===== config.mk =====
export PLATFORM = sky130hd
export DESIGN_NAME = dnvba_top
export DESIGN_NICKNAME = d
export VERILOG_FILES = /design/src/dnvba_pkg.sv /design/src/dnvba_top.sv /design/src/dnvba_cell_array.sv
export SDC_FILE = /design/constraint.sdc
export NUM_CORES = 2
export LEC_CHECK = 0
export ABC_CLOCK_PERIOD_IN_PS = 2550
export BUFFER_PORTS_ARGS = -buffer_cell sky130_fd_sc_hd__buf_2
export CAP_MARGIN = 0
export CORE_ASPECT_RATIO = 1.4
export CORE_MARGIN = 8
export CORE_UTILIZATION = 58
export CTS_CLUSTER_DIAMETER = 50
export DETAILED_ROUTE_END_ITERATION = 12
export PLACE_DENSITY = 0.74
export SLEW_MARGIN = 30
export SYNTH_ARGS = -nofsm -noshare
export SYNTH_HDL_FRONTEND = slang
export SYNTH_SLANG_ARGS = --single-unit

===== constraint.sdc =====
create_clock -name clk -period 2.55 [get_ports clk]
set_input_delay 0.3825 -clock clk [delete_from_list [all_inputs] [get_ports clk]]
set_output_delay 0.3825 -clock clk [all_outputs]
set_load 0.01 [all_outputs]

===== src/dnvba_pkg.sv =====
// package: constants for the data nonvolatile byte access block
`default_nettype none
package dnvba_pkg;
    localparam int          DNVBA_ADDR_W      = 8;
    localparam int          DNVBA_DATA_W      = 8;
    localparam int          DNVBA_DEPTH       = 256;
    localparam logic [7:0]  DNVBA_KEY_FIRST   = 8'h55;
    localparam logic [7:0]  DNVBA_KEY_SECOND  = 8'hAA;
    // control register field positions
    localparam int          DNVBA_BIT_READ    = 0;
    localparam int          DNVBA_BIT_START   = 1;
    localparam int          DNVBA_BIT_ARM     = 2;
    localparam int          DNVBA_BIT_CFG     = 6;
    localparam int          DNVBA_BIT_CODE    = 7;
    localparam logic [7:0]  DNVBA_CTRL_RESET  = 8'h00;
    localparam logic [7:0]  DNVBA_BYTE_RESET  = 8'h00;
    // write cycle time and its count at 250 MHz
    localparam int          DNVBA_WRITE_NS    = 4000;
    localparam int          DNVBA_CLK_NS      = 4;
    localparam int          DNVBA_WRITE_CYC   = (DNVBA_WRITE_NS + DNVBA_CLK_NS - 1) / DNVBA_CLK_NS;
    localparam int          DNVBA_CNT_W       = 16;
    typedef enum logic [1:0] {DNVBA_UNLOCK_IDLE, DNVBA_UNLOCK_HALF, DNVBA_UNLOCK_OPEN}
        dnvba_unlock_type;
endpackage : dnvba_pkg
`default_nettype wire


===== src/dnvba_top.sv =====
// module: register and sequencing logic for data nonvolatile byte access
// Notes on behaviour
// - write starts only after 55h, then AAh, then start bit set
// - start bit cannot be set while the arm bit is clear
// - one write setting both arm and start while arm is clear sets arm but not start
// - hardware never clears the arm bit; software only
// - while writing, control, pointer and buffer writes are ignored
// - write end clears start bit and sets the done flag
// - done flag stays set until software clears it
// - read start with both space selects clear loads buffer from array in the same cycle
// - buffer keeps read byte until next read or software write
`default_nettype none
module dnvba_top
    import dnvba_pkg::*;
#(
    parameter int WRITE_CYCLES = DNVBA_WRITE_CYC
)
(
    input  wire logic                    clk,
    input  wire logic                    rst_n,
    input  wire logic                    ptr_we,
    input  wire logic                    buf_we,
    input  wire logic                    ctrl_we,
    input  wire logic                    unlock_we,
    input  wire logic                    done_clr,
    input  wire logic [DNVBA_DATA_W-1:0] wdata,
    output logic      [DNVBA_ADDR_W-1:0] nv_location_pointer,
    output logic      [DNVBA_DATA_W-1:0] nv_byte_buffer,
    output logic      [7:0]              nv_control_reg,
    output logic                         program_done_flag
);
    logic                    program_arm;
    logic                    write_start;
    logic                    code_space_select;
    logic                    config_space_select;
    logic [DNVBA_CNT_W-1:0]  count;
    dnvba_unlock_type        unlock;
    logic [DNVBA_ADDR_W-1:0] next_ptr;
    logic [DNVBA_DATA_W-1:0] next_buf;
    logic                    next_arm;
    logic                    next_start;
    logic                    next_code;
    logic                    next_cfg;
    logic                    next_done;
    logic [DNVBA_CNT_W-1:0]  next_count;
    dnvba_unlock_type        next_unlock;
    logic                    cell_wr;
    logic [DNVBA_DATA_W-1:0] cell_rdata;
    logic                    data_space;
    logic                    start_req;
    logic                    write_end;

    dnvba_cell_array u_cells (
        .clk   (clk),
        .rst_n (rst_n),
        .wr_en (cell_wr),
        .addr  (nv_location_pointer),
        .wdata (nv_byte_buffer),
        .rdata (cell_rdata)
    );

    // status view of the control register
    always_comb
    begin
        nv_control_reg                   = DNVBA_CTRL_RESET;
        nv_control_reg[DNVBA_BIT_START]  = write_start;
        nv_control_reg[DNVBA_BIT_ARM]    = program_arm;
        nv_control_reg[DNVBA_BIT_CFG]    = config_space_select;
        nv_control_reg[DNVBA_BIT_CODE]   = code_space_select;
    end

    assign data_space = !code_space_select && !config_space_select;
    // start needs armed state already held, open unlock, no write in progress
    assign start_req  = ctrl_we && wdata[DNVBA_BIT_START] && program_arm
                        && (unlock == DNVBA_UNLOCK_OPEN) && !write_start;
    assign write_end  = write_start && (count == DNVBA_CNT_W'(1));
    assign cell_wr    = write_end && data_space;

    // next state of registers, unlock tracker and write timer
    always_comb
    begin
        next_ptr    = nv_location_pointer;
        next_buf    = nv_byte_buffer;
        next_arm    = program_arm;
        next_start  = write_start;
        next_code   = code_space_select;
        next_cfg    = config_space_select;
        next_done   = program_done_flag;
        next_count  = count;
        next_unlock = unlock;
        // any pointer, buffer, control or wrong key write drops the unlock; a done clear does not
        if (ptr_we || buf_we || ctrl_we)
        begin
            next_unlock = DNVBA_UNLOCK_IDLE;
        end
        if (unlock_we)
        begin
            if (wdata == DNVBA_KEY_FIRST)
            begin
                next_unlock = DNVBA_UNLOCK_HALF;
            end
            else if ((wdata == DNVBA_KEY_SECOND) && (unlock == DNVBA_UNLOCK_HALF))
            begin
                next_unlock = DNVBA_UNLOCK_OPEN;
            end
            else
            begin
                next_unlock = DNVBA_UNLOCK_IDLE;
            end
        end
        if (!write_start)
        begin
            // registers writable only while idle
            if (ptr_we)
            begin
                next_ptr = wdata;
            end
            if (buf_we)
            begin
                next_buf = wdata;
            end
            if (ctrl_we)
            begin
                next_arm  = wdata[DNVBA_BIT_ARM];
                next_code = wdata[DNVBA_BIT_CODE];
                next_cfg  = wdata[DNVBA_BIT_CFG];
                if (wdata[DNVBA_BIT_READ] && !wdata[DNVBA_BIT_CODE]
                    && !wdata[DNVBA_BIT_CFG])
                begin
                    next_buf = cell_rdata;
                end
            end
            if (start_req)
            begin
                next_start = 1'b1;
                next_count = DNVBA_CNT_W'(WRITE_CYCLES);
            end
        end
        else
        begin
            next_count = count - DNVBA_CNT_W'(1);
            if (write_end)
            begin
                next_start = 1'b0;
            end
        end
        // set wins over a clear in the same cycle
        if (done_clr)
        begin
            next_done = 1'b0;
        end
        if (write_end)
        begin
            next_done = 1'b1;
        end
    end

    // register stage
    always_ff @(posedge clk or negedge rst_n)
    begin
        if (!rst_n)
        begin
            nv_location_pointer <= '0;
            nv_byte_buffer      <= DNVBA_BYTE_RESET;
            program_arm         <= 1'b0;
            write_start         <= 1'b0;
            code_space_select   <= 1'b0;
            config_space_select <= 1'b0;
            program_done_flag   <= 1'b0;
            count               <= '0;
            unlock              <= DNVBA_UNLOCK_IDLE;
        end
        else
        begin
            nv_location_pointer <= next_ptr;
            nv_byte_buffer      <= next_buf;
            program_arm         <= next_arm;
            write_start         <= next_start;
            code_space_select   <= next_code;
            config_space_select <= next_cfg;
            program_done_flag   <= next_done;
            count               <= next_count;
            unlock              <= next_unlock;
        end
    end

    // checks
    property p_no_start_unarmed;
        @(posedge clk) disable iff (!rst_n)
        $rose(write_start) |-> $past(program_arm) && program_arm;
    endproperty
    a_no_start_unarmed: assert property (p_no_start_unarmed) else $error("start without arm");

    property p_start_needs_key;
        @(posedge clk) disable iff (!rst_n)
        $rose(write_start) |-> $past(unlock == DNVBA_UNLOCK_OPEN);
    endproperty
    a_start_needs_key: assert property (p_start_needs_key) else $error("start without key");

    property p_arm_kept;
        @(posedge clk) disable iff (!rst_n)
        $fell(program_arm) |-> $past(ctrl_we && !write_start);
    endproperty
    a_arm_kept: assert property (p_arm_kept) else $error("arm cleared by hardware");

    property p_locked;
        @(posedge clk) disable iff (!rst_n)
        write_start && !write_end |=> $stable(nv_location_pointer)
            && $stable(nv_byte_buffer) && $stable(program_arm);
    endproperty
    a_locked: assert property (p_locked) else $error("register changed while busy");

    property p_end;
        @(posedge clk) disable iff (!rst_n)
        write_end |=> !write_start && program_done_flag;
    endproperty
    a_end: assert property (p_end) else $error("write end not reported");

    property p_done_hold;
        @(posedge clk) disable iff (!rst_n)
        program_done_flag && !done_clr |=> program_done_flag;
    endproperty
    a_done_hold: assert property (p_done_hold) else $error("done flag lost");

    property p_read;
        @(posedge clk) disable iff (!rst_n)
        ctrl_we && !write_start && wdata[DNVBA_BIT_READ] && !wdata[DNVBA_BIT_CODE]
            && !wdata[DNVBA_BIT_CFG] |=> nv_byte_buffer == $past(cell_rdata);
    endproperty
    a_read: assert property (p_read) else $error("read data not loaded");

    // busy only ends at the last count, one count per cycle
    property p_busy_len;
        @(posedge clk) disable iff (!rst_n)
        write_start && !write_end
            |=> write_start && (count == $past(count) - DNVBA_CNT_W'(1));
    endproperty
    a_busy_len: assert property (p_busy_len) else $error("write too short");

    property p_busy_load;
        @(posedge clk) disable iff (!rst_n)
        $rose(write_start) |-> count == DNVBA_CNT_W'(WRITE_CYCLES);
    endproperty
    a_busy_load: assert property (p_busy_load) else $error("write timer not loaded");

    property p_bad_key;
        @(posedge clk) disable iff (!rst_n)
        unlock_we && wdata != DNVBA_KEY_FIRST && wdata != DNVBA_KEY_SECOND
            |=> unlock == DNVBA_UNLOCK_IDLE;
    endproperty
    a_bad_key: assert property (p_bad_key) else $error("bad key kept unlock");

    c_write: cover property (@(posedge clk) disable iff (!rst_n) write_end);
    c_read: cover property (@(posedge clk) disable iff (!rst_n)
        ctrl_we && wdata[DNVBA_BIT_READ]);
    c_clear_race: cover property (@(posedge clk) disable iff (!rst_n) write_end && done_clr);
endmodule : dnvba_top
`default_nettype wire


===== src/dnvba_cell_array.sv =====
// module: flip-flop byte array holding the data nonvolatile contents
`default_nettype none
module dnvba_cell_array
    import dnvba_pkg::*;
(
    input  wire logic                    clk,
    input  wire logic                    rst_n,
    input  wire logic                    wr_en,
    input  wire logic [DNVBA_ADDR_W-1:0] addr,
    input  wire logic [DNVBA_DATA_W-1:0] wdata,
    output logic      [DNVBA_DATA_W-1:0] rdata
);
    logic [DNVBA_DATA_W-1:0] cells      [DNVBA_DEPTH];
    logic [DNVBA_DATA_W-1:0] next_cells [DNVBA_DEPTH];

    // one entry per location, loaded only on a programmed write
    genvar gi;
    generate
        for (gi = 0; gi < DNVBA_DEPTH; gi++)
        begin : g_cell
            always_comb
            begin
                next_cells[gi] = cells[gi];
                if (wr_en && (addr == DNVBA_ADDR_W'(gi)))
                begin
                    next_cells[gi] = wdata;
                end
            end
            always_ff @(posedge clk or negedge rst_n)
            begin
                if (!rst_n)
                begin
                    cells[gi] <= DNVBA_BYTE_RESET;
                end
                else
                begin
                    cells[gi] <= next_cells[gi];
                end
            end
        end
    endgenerate

    // combinational read port
    assign rdata = cells[addr];
endmodule : dnvba_cell_array
`default_nettype wire


==> run metrics <==
status=complete, but fails checks; failing checks=negative setup slack; vias=approximately 60000; reg2reg end=nv_byte_buffer[1]$_DFFE_PN0N_; max-slew violations=0; Max IR drop VDD=0.729 mV; largest net degree at the start of global routing=roughly 120; Post-synth EDFFs=0; cells after synthesis=6103; Worst Setup Path Type=reg2reg; First-pass DRT Iterations=8; top cell family by delay on the critical path=multiplexers; Clk Latency, worst-skew pair=850 ps; Max Fclk=319 MHz; Synth top area share=~54%; Clock Skew=35.0 ps; pwr/cell area=590 nW/um2; TNS Setup=-385820 ps; Setup Viol. Count Final=2041; FILL cells=10100; DRC=0; setup ws final=-583 ps; ys async rst share=100%; clock sink count=approximately 2100; CP max FO=5; Synth area leaders=dfrtp_1, mux2_2, mux4_2; Worst Setup EP=nv_byte_buffer[1]$_DFFE_PN0N_; time the worst path needs with I/O delays and setup=3130 ps; worst hold-check path type=in2async; top cells by count, synth=dfrtp_1, mux2_2, mux4_2, mux2_1, clkbuf_1; CTS Buf Count=between 150 and 200; syn avg cell area=15.9 um2; Initial Util=58.1%; vias per cell=~6.5; #FFs+latches synth=about 2100; register cell area after layout=52300 um2; Cell Chain, Critical Path=buf_12 -> buf_12 -> buf_8 -> mux4_2 -> mux4_2 -> a22oi_2 -> buf_4 -> nand4_1 -> nand4b_1 -> o221a_2; CTS tree=yes; FP Rows=178; sequential share of the synthesized area=53.7%; Critical Path RT=3270 ps; crit path DAT=3860 ps; share of cells above drive strength 1=57.0%; area of the multi-input gates=approximately 46000 um2; sw power=17.9 mW; slowest stage cell, crit path=mux4_2; worst path bufs/invs=4; P_int=roughly 53 mW; die area=between 150000 and 200000 um2; Most used DFF post-synth=dfrtp_1; Sequential Power Share=47.0%; Comb pwr share=9.9%; cell area after synthesis=97300 um2; R2R cell count=10; Startpoint Class=register; Post-DP HPWL=between 150 and 200 mm; LEAKAGE=58.7 nW; most common cell in the netlist=dfrtp_1; # IOs=40; wire length per cell=31.6 um; first-pass GRT wire length=~430 mm; crit-path max cell delay=570 ps; Worst Setup SP=nv_location_pointer[0]$_DFFE_PN0P_; floorplan core area=167000 um2; GR Overflow Total=0; clock tree buffer depth=3; final hold violation count=0; dpl ws=-1440 ps; total wire length=between 200 and 300 mm; Die H=501 um; Final ANT Viol Nets=0; Critical Path Stages=10; Worst slew margin=about a third; Worst setup EP type=register; final period utilization=123%; Die Width=362 um; vias in the first global route=64100; Worst-Margin Slew=1030 ps; Placed Cells=8756; DR iter-0 viols=5605; sw frac=between 20% and 30%; Placer Congestion=between 0.9 and 1; clock root cell=clkbuf_16; Final Net Count=between 6000 and 7000; clock transition at the registers of the reported paths=70 ps; Global Route Usage Sum=31.7%; Netlist cell types=67; area leader, netlist=dfrtp_1; fin cells=9295; Max Cap Violations=0; IO buf count=35; H-tree depth=4; initial antenna violation count=7; clock share of power=43.0%; Area Overhead vs Synth=23.8%; r2r setup slk=-580 ps; RSZ-0062 raised after global routing=true; r2r startpoint=nv_location_pointer[0]$_DFFE_PN0P_; Ys Warns=0
how the worst min path moves through the flow:
stage / start / endpoint / slack [ps] / cells after the start
finish: rst_n / u_cells.cells[1099]$_DFFE_PN0P_ / 60 / 2
detailed placement: rst_n / u_cells.cells[1115]$_DFFE_PN0P_ / 330 / 1
global placement: rst_n / u_cells.cells[1115]$_DFFE_PN0P_ / 330 / 1
CTS: rst_n / u_cells.cells[1099]$_DFFE_PN0P_ / 40 / 2
global route: rst_n / u_cells.cells[1099]$_DFFE_PN0P_ / 60 / 2
floorplan: rst_n / code_space_select$_DFFE_PN0P_ / 90 / 0
layout make-up:
cell class                      instances  area share, %
Clock buffer                          298           4.94
Antenna cell                            9         0.0187
Sequential cell                      2087           43.4
Multi-Input combinational cell       3556           38.3
Inverter                                8         0.0312
Clock inverter                         62          0.652
Timing Repair Buffer                 1025           10.3
Tap cell                             2250           2.34
cells by family after synthesis:
family | after synthesis | share of synthesized area [%]
other | 1 | 0.00386
AND/OR/NAND/NOR | 602 | 4.90
AO/OA/AOI/OAI | 257 | 1.86
buffers and inverters | 464 | 2.26
multiplexers | 2689 | 37.2
flip-flops | 2087 | 53.7
adder cells (fa/ha/maj) | 2 | 0.0257
XOR/XNOR | 1 | 0.00901
flip-flops by register name (all words and copies together), names as in the netlist:
| register | cells |
|---|---|
| count | 16 |
| nv_byte_buffer | 8 |
| nv_location_pointer | 8 |
| config_space_select | 1 |
| code_space_select | 1 |
| program_done_flag | 1 |
| unlock | 2 |
| u_cells.cells | 2048 |
| write_start | 1 |
| program_arm | 1 |
cell usage in the layout (no fill, tap or decap), drive strengths merged, types with 9 or more instances in the layout:
master	instances
o21ai	33
bufinv	15
dfrtp	2087
mux2i	64
nand3	24
nor2b	17
nor3	16
clkbuf	309
a22o	24
a22oi	49
nor2	256
mux2	2090
clkinv	41
nand2	213
mux4	535
dlygate4sd3	20
diode	9
inv	10
and3	10
nor3b	10
a21oi	34
nor4	16
o22ai	38
a221oi	18
buf	990
worst reg2reg max path, delay by kind of cell (launching register included):
family	cells	cell delay, ps
AND/OR/NAND/NOR	2	280
AO/OA/AOI/OAI	2	520
buffers and inverters	4	680
multiplexers	2	1070
flip-flops	1	480
through the flow:
step | hold WS [ps] | power, mW | cell area (um2) | util, %
floorplan | 86.9 | 36.6 | 97300 | -
global placement | 330 | 40.2 | 108000 | 64.3
detailed placement | 327 | 40.2 | 108000 | 64.3
CTS | 42.3 | 70.9 | 118000 | 70.3
global route | 60.6 | 72.9 | 120000 | 72.0
finish | 63.2 | 71.1 | 120000 | 72.0
repair_timing:
action                                  in CTS  in global routing
gates cloned                                17                 13
pin swaps                                   84                 92
hold endpoints to repair                   847                  0
endpoints found under the setup margin    2051               2058
resized for setup                          444                456
setup buffers                               69                 66
hold buffers                                20                  0
power by group through the flow:
stage                     Combinational [mW]  Sequential, mW  Clock, mW
final                                   7.07            33.4       30.6
after global placement                  6.09            34.1          0
after global routing                    7.35            33.4       32.2
after CTS                               6.58            33.5       30.9
after floorplan                         2.81            33.8          0
after detailed placement                6.17            34.1          0
layer usage:
metal  GRT usage, %  part of all wire [%]  vias up  routed length, um
met5              0                0.0044        -                 13
met4           18.6                   6.8        2              20000
met2           50.7                    48     2452             141000
met1           40.4                    38    32800             111000
met3           6.37                   7.1      818              20900
li1               -                     -    24400                  -
Note: power is estimated with default switching activity, not from simulation.
